## src/design/clk_sel_pkg.sv

```systemverilog
// Purpose: constants and types for the system clock select and divide block
// Assumes: 8-bit control register reached over a 32-bit Avalon-MM slave
// Notes:   register word offsets are byte addresses of aligned words
package clk_sel_pkg;

   // register map (byte addresses)
   localparam logic [3:0] OSC_CTRL_ADDR    = 4'h0;
   localparam logic [3:0] SEC_TCTRL_ADDR   = 4'h4;
   localparam logic [3:0] CFG_ADDR         = 4'h8;
   localparam logic [3:0] STATUS_ADDR      = 4'hc;

   // oscillator_control fields
   localparam int IDLE_SEL_BIT    = 7;
   localparam int PRI_READY_BIT   = 3;
   localparam int SCS_LSB         = 0;
   localparam logic [7:0] OSC_CTRL_WMASK = 8'h83;

   // secondary_timer_control fields
   localparam int SEC_ACTIVE_BIT  = 6;
   localparam int SEC_EN_BIT      = 3;
   localparam logic [7:0] SEC_TCTRL_WMASK = 8'hbf;

   // configuration word fields
   localparam int CFG_FOSC_LSB    = 0;
   localparam int CFG_CPUDIV_LSB  = 4;
   localparam int CFG_PLLDIV_LSB  = 8;
   localparam int CFG_USB_CLOCK_DIVIDE_CONFIG_BIT  = 11;
   localparam int CFG_TWO_SPEED_STARTUP_CONFIG_BIT    = 12;
   localparam int CFG_LOWSPD_BIT  = 13;
   localparam logic [31:0] CFG_RESET = 32'h0000_0000;

   localparam logic [7:0] RESET_BYTE = 8'h00;
   localparam logic [31:0] UNMAPPED_DATA = 32'h0000_0000;

   // switch pause: two old cycles plus four new cycles
   localparam int OLD_PAUSE_CYC = 2;
   localparam int NEW_PAUSE_CYC = 4;

   // start-up timer length in primary oscillator cycles
   localparam int OST_CYCLES    = 1024;

   typedef enum logic [1:0] {
      SRC_PRIMARY   = 2'b00,
      SRC_SECONDARY = 2'b01,
      SRC_INTERNAL  = 2'b10
   } clk_src_t;

   // gray-coded along idle -> pause old -> pause new; pause new -> idle flips both bits
   typedef enum logic [1:0] {
      SW_STABLE   = 2'b00,
      SW_OLD_WAIT = 2'b01,
      SW_NEW_WAIT = 2'b11
   } switch_state_t;

   typedef struct packed {
      logic       primary_en;
      logic       secondary_en;
      logic       internal_rc_en;
      logic       usb_clk_en;
      logic       pll_en;
   } osc_enables_t;

   typedef struct packed {
      logic [3:0] pll_prescale;
      logic [2:0] cpu_postscale;
      logic [2:0] usb_postscale;
      logic       use_pll;
   } div_plan_t;

endpackage : clk_sel_pkg

```

## src/design/system_clock_select_and_divide.sv

```systemverilog
// Purpose: device clock source select, prescale/postscale plan, mode control
// Assumes: oscillator ticks arrive as async pins and are synchronised here
// Notes:   analogue oscillators and PLL are outside; this block steers them
// How it works
// - select field: 00 primary, 01 secondary, 1x internal
// - select field cleared on every reset
// - writing select starts switch immediately
// - pause two old plus new cycles
// - watchdog clock always from internal RC
// - primary ready flag follows start-up timer
// - ready flag depends on two-speed setting
// - secondary active flag while secondary clocks
// - at most one source status flag set
// - secondary select ignored when oscillator disabled
// - control bit 7 picks idle or sleep
// - unimplemented control bits read zero
// - primary runs only in run or primary idle
// - USB clock keeps running in run/idle
// - full sleep stops primary, PLL and USB clocks; internal RC keeps running
// - secondary oscillator runs when timer needs it
// - internal modes clock directly from RC
// - postscaler decode differs for PLL modes
// - USB clock 48 MHz, low speed 6 MHz
// - 48 MHz direct USB only when divide clear
// - four-bit field picks primary mode
// - PLL enabled in PLL-based modes
// - secondary run stops primary, flags swap
`timescale 1ns/1ps
`default_nettype none
module system_clock_select_and_divide
   import clk_sel_pkg::*;
#(
   parameter int OST_LEN = OST_CYCLES
) (
   input  wire logic        core_clk_i,
   input  wire logic        sys_rst_i,
   // Avalon-MM slave
   input  wire logic [3:0]  avs_address_i,
   input  wire logic        avs_read_i,
   input  wire logic        avs_write_i,
   input  wire logic [31:0] avs_writedata_i,
   input  wire logic [3:0]  avs_byteenable_i,
   output logic [31:0]      avs_readdata_o,
   output logic             avs_waitrequest_o,
   // core side
   input  wire logic        sleep_cmd_i,
   input  wire logic        secondary_timer_needs_i,
   // oscillator tick inputs from pins
   input  wire logic        primary_tick_i,
   input  wire logic        secondary_tick_i,
   input  wire logic        internal_rc_tick_i,
   // outputs
   output osc_enables_t     osc_enables_o,
   output div_plan_t        div_plan_o,
   output clk_src_t         device_src_o,
   output logic             device_clk_gate_o,
   output logic             cpu_clk_en_o,
   output logic             periph_clk_en_o,
   output logic             watchdog_src_internal_o,
   output logic             idle_mode_o,
   output logic             sleep_mode_o
);

   // ---------------- pin synchronisers and edge detect
   logic [2:0] tick_meta;
   logic [2:0] tick_sync;
   logic [2:0] tick_last;
   logic [2:0] tick_rise;

   always_ff @(posedge core_clk_i) begin
      if (sys_rst_i) begin
         tick_meta <= 3'h0;
         tick_sync <= 3'h0;
         tick_last <= 3'h0;
      end else begin
         tick_meta <= {internal_rc_tick_i, secondary_tick_i, primary_tick_i};
         tick_sync <= tick_meta;
         tick_last <= tick_sync;
      end
   end
   assign tick_rise = tick_sync & ~tick_last;

   function automatic logic src_tick(input clk_src_t s,
                                     input logic [2:0] r);
      case (s)
         SRC_PRIMARY:   src_tick = r[0];
         SRC_SECONDARY: src_tick = r[1];
         default:       src_tick = r[2];
      endcase
   endfunction : src_tick

   // ---------------- registers
   logic       idle_on_sleep_select;
   logic [1:0] system_clock_select;
   logic [7:0] secondary_timer_control;
   logic [31:0] cfg_word;
   logic       wr_osc;
   logic       wr_sec;
   logic       wr_cfg;
   logic       access;

   assign access = avs_read_i | avs_write_i;
   assign wr_osc = avs_write_i && avs_address_i == OSC_CTRL_ADDR
                   && avs_byteenable_i[0];
   assign wr_sec = avs_write_i && avs_address_i == SEC_TCTRL_ADDR
                   && avs_byteenable_i[0];
   assign wr_cfg = avs_write_i && avs_address_i == CFG_ADDR;

   // one-cycle accept: waitrequest stays low, request taken at the edge
   assign avs_waitrequest_o = 1'b0;

   always_ff @(posedge core_clk_i) begin
      if (sys_rst_i) begin
         idle_on_sleep_select <= 1'b0;
         system_clock_select  <= 2'b00;
      end else if (wr_osc) begin
         idle_on_sleep_select <= avs_writedata_i[IDLE_SEL_BIT];
         // secondary request dropped unless oscillator enabled
         if (avs_writedata_i[SCS_LSB +: 2] == SRC_SECONDARY
             && !secondary_timer_control[SEC_EN_BIT])
            system_clock_select <= system_clock_select;
         else
            system_clock_select <= avs_writedata_i[SCS_LSB +: 2];
      end
   end

   always_ff @(posedge core_clk_i) begin
      if (sys_rst_i)
         secondary_timer_control <= RESET_BYTE;
      else if (wr_sec)
         secondary_timer_control <= avs_writedata_i[7:0] & SEC_TCTRL_WMASK;
   end

   // configuration bits; byte lanes honoured
   always_ff @(posedge core_clk_i) begin
      if (sys_rst_i)
         cfg_word <= CFG_RESET;
      else if (wr_cfg) begin
         for (int b = 0; b < 4; b++) begin
            if (avs_byteenable_i[b])
               cfg_word[b*8 +: 8] <= avs_writedata_i[b*8 +: 8];
         end
      end
   end

   logic [3:0] primary_mode_config;
   logic [1:0] cpu_postscale_select;
   logic [2:0] pll_prescale_select;
   logic       usb_clock_divide_config;
   logic       two_speed_startup_config;
   logic       usb_low_speed;
   assign primary_mode_config      = cfg_word[CFG_FOSC_LSB +: 4];
   assign cpu_postscale_select     = cfg_word[CFG_CPUDIV_LSB +: 2];
   assign pll_prescale_select      = cfg_word[CFG_PLLDIV_LSB +: 3];
   assign usb_clock_divide_config  = cfg_word[CFG_USB_CLOCK_DIVIDE_CONFIG_BIT];
   assign two_speed_startup_config = cfg_word[CFG_TWO_SPEED_STARTUP_CONFIG_BIT];
   assign usb_low_speed            = cfg_word[CFG_LOWSPD_BIT];

   // ---------------- primary mode decode
   // pll modes: low-crystal, crystal, ext clock and ext clock io with pll
   logic use_pll;
   always_comb begin
      case (primary_mode_config)
         4'h2, 4'h6, 4'he, 4'h7: use_pll = 1'b1;
         default:                use_pll = 1'b0;
      endcase
   end

   // ---------------- source switch state machine
   clk_src_t      active_src;
   clk_src_t      target_src;
   switch_state_t sw_state;
   logic [2:0]    sw_count;

   assign target_src = system_clock_select[1] ? SRC_INTERNAL
                     : clk_src_t'(system_clock_select);

   always_ff @(posedge core_clk_i) begin
      if (sys_rst_i) begin
         sw_state   <= SW_STABLE;
         sw_count   <= 3'h0;
         active_src <= SRC_PRIMARY;
      end else begin
         case (sw_state)
            SW_STABLE: begin
               if (target_src != active_src) begin
                  sw_state <= SW_OLD_WAIT;
                  sw_count <= 3'h0;
               end
            end
            SW_OLD_WAIT: begin
               if (src_tick(active_src, tick_rise)) begin
                  if (sw_count == 3'(OLD_PAUSE_CYC - 1)) begin
                     sw_state <= SW_NEW_WAIT;
                     sw_count <= 3'h0;
                  end else
                     sw_count <= sw_count + 3'h1;
               end
            end
            SW_NEW_WAIT: begin
               if (src_tick(target_src, tick_rise)) begin
                  if (sw_count == 3'(NEW_PAUSE_CYC - 1)) begin
                     sw_state   <= SW_STABLE;
                     active_src <= target_src;
                  end else
                     sw_count <= sw_count + 3'h1;
               end
            end
            default: sw_state <= SW_STABLE;
         endcase
      end
   end

   // ---------------- sleep / idle mode
   // no wake input: sleep and idle leave only through reset
   logic in_sleep;
   logic in_idle;
   always_ff @(posedge core_clk_i) begin
      if (sys_rst_i) begin
         in_sleep <= 1'b0;
         in_idle  <= 1'b0;
      end else if (sleep_cmd_i) begin
         in_idle  <= idle_on_sleep_select;
         in_sleep <= !idle_on_sleep_select;
      end
   end

   // ---------------- start-up timer for primary ready flag
   logic [$clog2(OST_LEN+1)-1:0] ost_count;
   logic primary_running;
   logic primary_ready_flag;
   assign primary_running = osc_enables_o.primary_en;

   always_ff @(posedge core_clk_i) begin
      if (sys_rst_i)
         ost_count <= '0;
      else if (!primary_running)
         ost_count <= '0;
      else if (tick_rise[0] && ost_count != OST_LEN[$bits(ost_count)-1:0])
         ost_count <= ost_count + 1'b1;
   end

   // with two-speed start the flag waits for the primary to be in use
   always_comb begin
      primary_ready_flag = primary_running
         && ost_count == OST_LEN[$bits(ost_count)-1:0];
      if (two_speed_startup_config)
         primary_ready_flag = primary_ready_flag
            && active_src == SRC_PRIMARY && sw_state == SW_STABLE;
      if (active_src != SRC_PRIMARY)
         primary_ready_flag = 1'b0;
   end

   logic secondary_clock_active_flag;
   assign secondary_clock_active_flag = active_src == SRC_SECONDARY;

   // ---------------- oscillator enables
   always_comb begin
      osc_enables_o.primary_en = !in_sleep
         && (active_src == SRC_PRIMARY || target_src == SRC_PRIMARY);
      if (in_idle && active_src != SRC_PRIMARY)
         osc_enables_o.primary_en = 1'b0;
      osc_enables_o.secondary_en = secondary_timer_control[SEC_EN_BIT]
         && (secondary_timer_needs_i || active_src == SRC_SECONDARY
             || target_src == SRC_SECONDARY);
      osc_enables_o.internal_rc_en = 1'b1;
      osc_enables_o.usb_clk_en = !in_sleep;
      osc_enables_o.pll_en = use_pll && !in_sleep;
      if (in_sleep) begin
         osc_enables_o.primary_en = 1'b0;
         osc_enables_o.secondary_en = secondary_timer_control[SEC_EN_BIT]
            && secondary_timer_needs_i;
      end
   end

   // ---------------- divide plan
   // prescale holds divisor-1 encoded as a code for the PLL input stage
   function automatic logic [3:0] pll_div(input logic [2:0] c);
      case (c)
         3'h0: pll_div = 4'h1;
         3'h1: pll_div = 4'h2;
         3'h2: pll_div = 4'h3;
         3'h3: pll_div = 4'h4;
         3'h4: pll_div = 4'h5;
         3'h5: pll_div = 4'h6;
         3'h6: pll_div = 4'ha;
         default: pll_div = 4'hc;
      endcase
   endfunction : pll_div

   logic [3:0] pll_divisor;
   logic [2:0] cpu_divisor_m1;
   assign pll_divisor = pll_div(pll_prescale_select);

   always_comb begin
      if (use_pll)
         case (cpu_postscale_select)
            2'h0: cpu_divisor_m1 = 3'h1;
            2'h1: cpu_divisor_m1 = 3'h2;
            2'h2: cpu_divisor_m1 = 3'h3;
            default: cpu_divisor_m1 = 3'h5;
         endcase
      else
         cpu_divisor_m1 = {1'b0, cpu_postscale_select};
   end

   // full speed: 96/2 from pll or direct 48 when divide clear and no pll mode;
   // low speed: primary chain /4 gives 6 MHz
   // divide bit set forces the pll path unless low speed; direct 48 MHz needs it clear
   logic [2:0] usb_divisor_m1;
   always_comb begin
      if (usb_low_speed)
         usb_divisor_m1 = 3'h3;
      else if (use_pll || usb_clock_divide_config)
         usb_divisor_m1 = 3'h1;
      else
         usb_divisor_m1 = 3'h0;
   end

   always_ff @(posedge core_clk_i) begin
      if (sys_rst_i) begin
         div_plan_o <= '0;
      end else begin
         // four bits so the /10 and /12 codes keep divisor-1 intact
         div_plan_o.pll_prescale  <= pll_divisor - 4'h1;
         div_plan_o.cpu_postscale <= cpu_divisor_m1;
         div_plan_o.usb_postscale <= usb_divisor_m1;
         div_plan_o.use_pll <= use_pll
            || (usb_clock_divide_config && !usb_low_speed);
      end
   end

   // ---------------- outputs
   assign device_src_o           = active_src;
   assign device_clk_gate_o      = sw_state == SW_STABLE && !in_sleep;
   assign cpu_clk_en_o           = device_clk_gate_o && !in_idle;
   assign periph_clk_en_o        = device_clk_gate_o;
   assign watchdog_src_internal_o = 1'b1;
   assign idle_mode_o            = in_idle;
   assign sleep_mode_o           = in_sleep;

   // ---------------- read mux (same-cycle data, waitrequest low)
   logic [7:0] osc_ctrl_read;
   logic [7:0] sec_read;
   always_comb begin
      osc_ctrl_read = RESET_BYTE;
      osc_ctrl_read[IDLE_SEL_BIT]   = idle_on_sleep_select;
      osc_ctrl_read[PRI_READY_BIT]  = primary_ready_flag;
      osc_ctrl_read[SCS_LSB +: 2]   = system_clock_select;
      sec_read = secondary_timer_control;
      sec_read[SEC_ACTIVE_BIT] = secondary_clock_active_flag;
   end

   always_comb begin
      avs_readdata_o = UNMAPPED_DATA;
      if (avs_read_i && access)
         case (avs_address_i)
            OSC_CTRL_ADDR:  avs_readdata_o = {24'h0, osc_ctrl_read};
            SEC_TCTRL_ADDR: avs_readdata_o = {24'h0, sec_read};
            CFG_ADDR:       avs_readdata_o = cfg_word;
            // status: sleep, idle, switch state, active source
            STATUS_ADDR:    avs_readdata_o = {26'h0, in_sleep, in_idle,
                                              sw_state, active_src};
            default:        avs_readdata_o = UNMAPPED_DATA;
         endcase
   end

endmodule : system_clock_select_and_divide
`default_nettype wire

```

## config.mk

```make
export PLATFORM = sky130hd
export DESIGN_NAME = system_clock_select_and_divide
export DESIGN_NICKNAME = d
export VERILOG_FILES = /design/src/design/clk_sel_pkg.sv /design/src/design/system_clock_select_and_divide.sv
export SDC_FILE = /design/constraint.sdc
export NUM_CORES = 1
export LEC_CHECK = 0
export BUFFER_PORTS_ARGS = -buffer_cell sky130_fd_sc_hd__buf_2
export CAP_MARGIN = 20
export CORE_MARGIN = 3
export CORE_UTILIZATION = 47
export CTS_CLUSTER_DIAMETER = 100
export DETAILED_ROUTE_END_ITERATION = 12
export MAX_ROUTING_LAYER = met4
export PLACE_DENSITY = 0.76
export SYNTH_ARGS = -nofsm -noshare
export SYNTH_HDL_FRONTEND = slang
export SYNTH_SLANG_ARGS = --single-unit
```

## constraint.sdc

```tcl
create_clock -name core_clk_i -period 1.8 [get_ports core_clk_i]
set_input_delay 0.09 -clock core_clk_i [delete_from_list [all_inputs] [get_ports core_clk_i]]
set_output_delay 0.09 -clock core_clk_i [all_outputs]
set_load 0.1 [all_outputs]
```

-- Word level (Yosys, flattened, before mapping)
Cells that the tools add are included.
- bitwise operators: 6
- reductions and logical operators: 49
- eq/ne operators: 31
- muxes and demuxes: 31
- add/subtract/negate cells: 3
- operators with widths (operator ; count):
    case mux 32 bit (4 select lines) ; 1
    two-way mux 32 bit ; 1
    case mux 4 bit (7 select lines) ; 1
    logical AND 1 bit ; 19
    two-way mux 2 bit ; 9
    case mux 3 bit (3 select lines) ; 2
    two-way mux 3 bit ; 5
    equality test 4 x 3 -> 1 bit (second input constant) ; 3
    equality test 4 bit (second input constant) ; 3
    != test 2 bit (second input constant) ; 6
    adder 11 x 1 -> 11 bit (second input constant) ; 1
    equality test 11 bit (second input constant) ; 1
    != test 11 bit (second input constant) ; 1
    equality test 2 x 1 -> 1 bit (second input constant) ; 5
    AND reduction 2 bit ; 5
    AND reduction 5 bit ; 2
    equality test 3 x 2 -> 1 bit (second input constant) ; 3
    equality test 3 bit (second input constant) ; 3
    two-way mux 1 bit ; 9
    logical NOT 2 bit ; 4
    equality test 3 x 1 -> 1 bit (second input constant) ; 2
    case mux 2 bit (3 select lines) ; 1
    OR reduction 2 bit ; 3
    logical NOT 1 bit ; 5
    17 further kinds ; 25
- bits in registers: 82
- word-level logic and storage cells: 142
- input bits: 49
- output and inout port bits: 57

-- Logic depth before layout (Yosys ltp)
- word-level depth: 13
- mapped depth: 6
- gate-level depth less buffers: 6

-- Worst setup path before layout
Ideal clock, no wire load.
- kind: reg2out
- start point: register in_sleep, in the netlist sleep_mode_o
- end point: output cpu_clk_en_o
- stages on the path, launching flop included: 2
- arrival time: 3734 ps
- buffers on the path: 0
- data required time: 1710 ps
- slack: -2024 ps
- cell sequence: dfxtp_1 -> nor4_1
- cells in the longest elaborated chain, start to end: 3
- RTL lines (element ; line ; RTL):
    from (decl) ; system_clock_select_and_divide.sv:216 ; logic in_sleep;
    from (signal assigned) ; system_clock_select_and_divide.sv:224 ; in_sleep <= !idle_on_sleep_select;
    logical NOT 1 bit ; system_clock_select_and_divide.sv:335 ; assign device_clk_gate_o = sw_state == SW_STABLE && !in_sleep;
    logical AND 1 bit ; system_clock_select_and_divide.sv:335 ;
    logical AND 1 bit ; system_clock_select_and_divide.sv:336 ; assign cpu_clk_en_o = device_clk_gate_o && !in_idle;
    to (decl) ; system_clock_select_and_divide.sv:57 ; output logic cpu_clk_en_o,
Every way passes these cells.

-- Worst setup path in the final report
- start point: register ost_count[3]
- end point: output avs_readdata_o[3]
- cells in the longest elaborated chain, start to end: 8
- RTL lines (element ; line ; RTL):
    from (decl) ; system_clock_select_and_divide.sv:229 ; logic [$clog2(OST_LEN+1)-1:0] ost_count;
    from (signal assigned) ; system_clock_select_and_divide.sv:240 ; ost_count <= ost_count + 1'b1;
    equality test 11 bit (*) ; system_clock_select_and_divide.sv:246 ; && ost_count == OST_LEN[$bits(ost_count)-1:0];
    logical AND 1 bit (*) ; system_clock_select_and_divide.sv:246 ;
    logical AND 1 bit (2 in a row) ; system_clock_select_and_divide.sv:249 ; && active_src == SRC_PRIMARY && sw_state == SW_STABLE;
    two-way mux 1 bit (*) ; system_clock_select_and_divide.sv:247 ; if (two_speed_startup_config)
    two-way mux 1 bit (*) ; system_clock_select_and_divide.sv:250 ; if (active_src != SRC_PRIMARY)
    case mux 32 bit (4 select lines) (*) ; system_clock_select_and_divide.sv:357 ; case (avs_address_i)
    two-way mux 32 bit (*) ; system_clock_select_and_divide.sv:356 ; if (avs_read_i && access)
    to (decl) ; system_clock_select_and_divide.sv:43 ; output logic [31:0] avs_readdata_o,
Every way passes the cells marked *; elsewhere a longest branch is shown, timed or not.

==> qor.csv <==
stage;metric;value;unit
final_layout;# diodes;0;
sta;final clock skew;9.55;ps
synth;synthesized cell area;0.00384;mm²
routing;Vias;3492;
routing;Vias per Instance;5.37;
synth;Seq/Total Area, Yosys;42.2;%
hold_path;Hold Crit Start;avs_writedata_i[3];
synth;post-synthesis cell count;408;
critical_path;worst reg2reg path endpoint;sw_count[1];
critical_path;worst r2r src;sw_count[0];
global_routing;first-pass GRT wire length;17.4;mm
routing;DR WL/cell;17.3;µm
power;Max IR drop VDD;0.494;mV
status;status;finished with violations;
die;total core area;0.00785;mm²
status;failing checks;setup timing;
critical_path;R2R depth;7;
power;pwr dens;668;mW/mm²
synth;Distinct cells, synth;60;
critical_path;Setup Crit Path Kind;flop to primary output;
clocking;CTS Sinks;81;
sta;Final min period;1950;ps
critical_path;WP data required;1710;ps
sta;Hold Fails Final Rpt;0;
die;Die X;96.4;µm
synth;FF+latch count, synth;81;
clocking;Reg clk slew, reported paths;80;ps
placement;post-DP HPWL;7.42;mm
routing;first-pass iteration count of the detailed router;4;
critical_path;worst endpoint data arrival time;1860;ps
sta;Final TNS setup;-259;ps
clocking;worst-skew pair later-pin latency;360;ps
sta;RSZ-0062 raised after global routing;yes;
final_layout;nets@finish;600;
routing;First DRT Iteration DRCs;188;
critical_path;crit start category;flop;
final_layout;layout overhead on the synthesized area;46.4;%
sta;fin crit share;108;%
routing;DRC violations left;0;
synth;YS warnings;0;
sta;Setup Viol. Count Final;3;
sta;worst slew pin tran;517;ps
global_routing;vias in the first global route;3595;
hold_path;Hold Crit Depth;3;
clocking;Bufs on Longest Clock Path;2;
synth;dominant cell type by area after synthesis;dfxtp_1;
clocking;root buf cell;clkbuf_8;
placement;placer congestion estimate;0.888;
flow_run;Max-Cap Viols;0;
critical_path;crit end category;primary output;
die;initial core utilization;49.0;%
global_routing;total track usage;25.4;%
global_routing;largest net degree at the start of global routing;51;
synth;most common cell in the netlist;dfxtp_1;
synth;commonest cells in the synthesized netlist;dfxtp_1 (81), nor2_1 (71), mux2i_1 (44);
global_routing;antenna violations before repair;0;
critical_path;r2r setup slk;-40;ps
synth;Async S/R FF share, synth;0;%
die;IO Pins;106;
sta;Slew Viols, Final;0;
power;Pleak;2.57;nW
synth;share of the synthesized area in the top cell type;42.2;%
global_routing;Overflow after GRT;0;
critical_path;CP Max Fanout;4;
hold_path;Worst Hold End;secondary_timer_control[3];
clocking;H-tree levels;3;
placement;PortBufs;101;
final_layout;share of cells above drive strength 1;33.6;%
die;Core Rows;32;
sta;fin worst setup slack;-149;ps
synth;Post-synth EDFFs;0;
sta;Max Fclk;0.513;GHz
synth;ys flop type;dfxtp_1;
placement;DP Worst Slack;8.03;ps
die;die area;0.00930;mm²
sta;Slew Limit Headroom;65.6;%
clocking;CTS tree;yes;
synth;syn avg cell area;9.42;µm²
hold_path;worst hold path class;input port to flop;
synth;top area cells in the synthesized netlist;dfxtp_1 (42%), mux2i_1 (11%), nor2_1 (6.9%);
routing;total wire length;11.3;mm
clocking;TritonCTS Buffers;9;
die;Die H;96.4;µm
routing;post-route ant nets;0;
-- cells in the final DEF (no fill, tap or decap), types with 4 or more instances in the layout --
cell,netlist,layout
nor2b_1,17,17
ha_1,8,8
nand4_1,5,5
nor2_2,0,4
buf_4,6,17
buf_12,0,31
o21ai_0,4,4
buf_2,3,66
inv_1,12,11
xnor2_1,4,4
and3_1,29,27
nand2b_1,6,6
a22oi_1,4,4
dfxtp_2,0,7
or3_1,4,4
xor2_1,5,5
mux2_2,5,5
clkbuf_8,2,10
mux2i_1,44,44
nor2_1,71,64
nand2_1,12,11
conb_1,2,4
dlygate4sd3_1,0,32
a21oi_1,12,11
dfxtp_1,81,71
-- sequential cells by signal (all words and copies together), names as in the netlist --
signal and flops:
device_src_o 2, tick_sync 3, sw_count 3, sleep_mode_o 1
div_plan_o 10, cfg_word 32, tick_meta 3, secondary_timer_control 7
idle_mode_o 1, system_clock_select 2, tick_last 3, idle_on_sleep_select 1
sw_state 2, ost_count 11
-- how the worst max path moves through the flow --
stage                             from           endpoint  cells past startpoint
final                     ost_count[3]  avs_readdata_o[3]                      5
after global routing      ost_count[3]  avs_readdata_o[3]                      5
after CTS                 ost_count[4]  avs_readdata_o[3]                      5
after detailed placement   sw_count[0]        sw_count[1]                      6
after global placement     sw_count[0]        sw_count[2]                      6
after floorplan           sleep_mode_o  avs_readdata_o[3]                      3
-- per-stage QoR --
step	util, %	area (µm²)	power (mW)	hold WS (ps)	cells
floorplan	-	3960	2.13	218	410
global placement	63.2	4960	2.22	300	598
detailed placement	63.2	4960	2.23	317	598
CTS	71.1	5580	3.78	9.43	648
global route	71.7	5630	3.88	30.8	650
finish	71.7	5630	3.76	14.2	650
-- per-layer routing --
layer	vias up	track usage [%]	part of all wire, %
li1	1685	-	-
met1	1670	29.1	40
met2	113	43.1	52
met3	24	7.59	6.1
met4	0	7.13	1.6
met5	-	-	0
-- cell type report --
class                   instances  area, µm²
clock buffers                  10        138
clock inverters                 6       91.3
fillers                       562       2220
inverters                      12       48.8
multi-input cells             290       2160
flip-flops and latches         81       1640
well taps                     102        128
repair buffers                149       1430
-- power by group --
| group | switching [mW] | total (mW) | internal (mW) |
|---|---|---|---|
| Sequential | 0.0218 | 1.83 | 1.81 |
| Clock | 0.690 | 1.51 | 0.824 |
| Combinational | 0.270 | 0.422 | 0.152 |
-- cell families (layout without fill, tap and decap cells) --
group                      after synthesis  in the layout  synth area share [%]
adders and majority gates                9              9                  2.86
muxes                                   54             54                  15.1
buffers and inverters                   39            177                  5.30
xor gates and xnor gates                 9              9                  2.05
AOI/OAI and AO/OA                       36             36                  6.67
and+or+nand+nor                        178            178                  25.7
DFF                                     81             81                  42.2
other                                    2              4                 0.195
-- critical path: stages, from the launching register on --
cell and delay [ps]:
dfxtp_2 360, nor4b_4 320, and4_4 280, nand4_1 150
a21oi_4 200, buf_12 200
-- what timing repair did --
action                     in CTS  in global routing
hold endpoints to repair       34                  0
pin swaps                       6                  1
hold buffers                   32                  0
cloned                          0                  0
buffers inserted                2                  2
setup endpoints to repair       6                  8
gates resized for setup        16                 11
No activity file was read; power rests on OpenSTA's default activity.
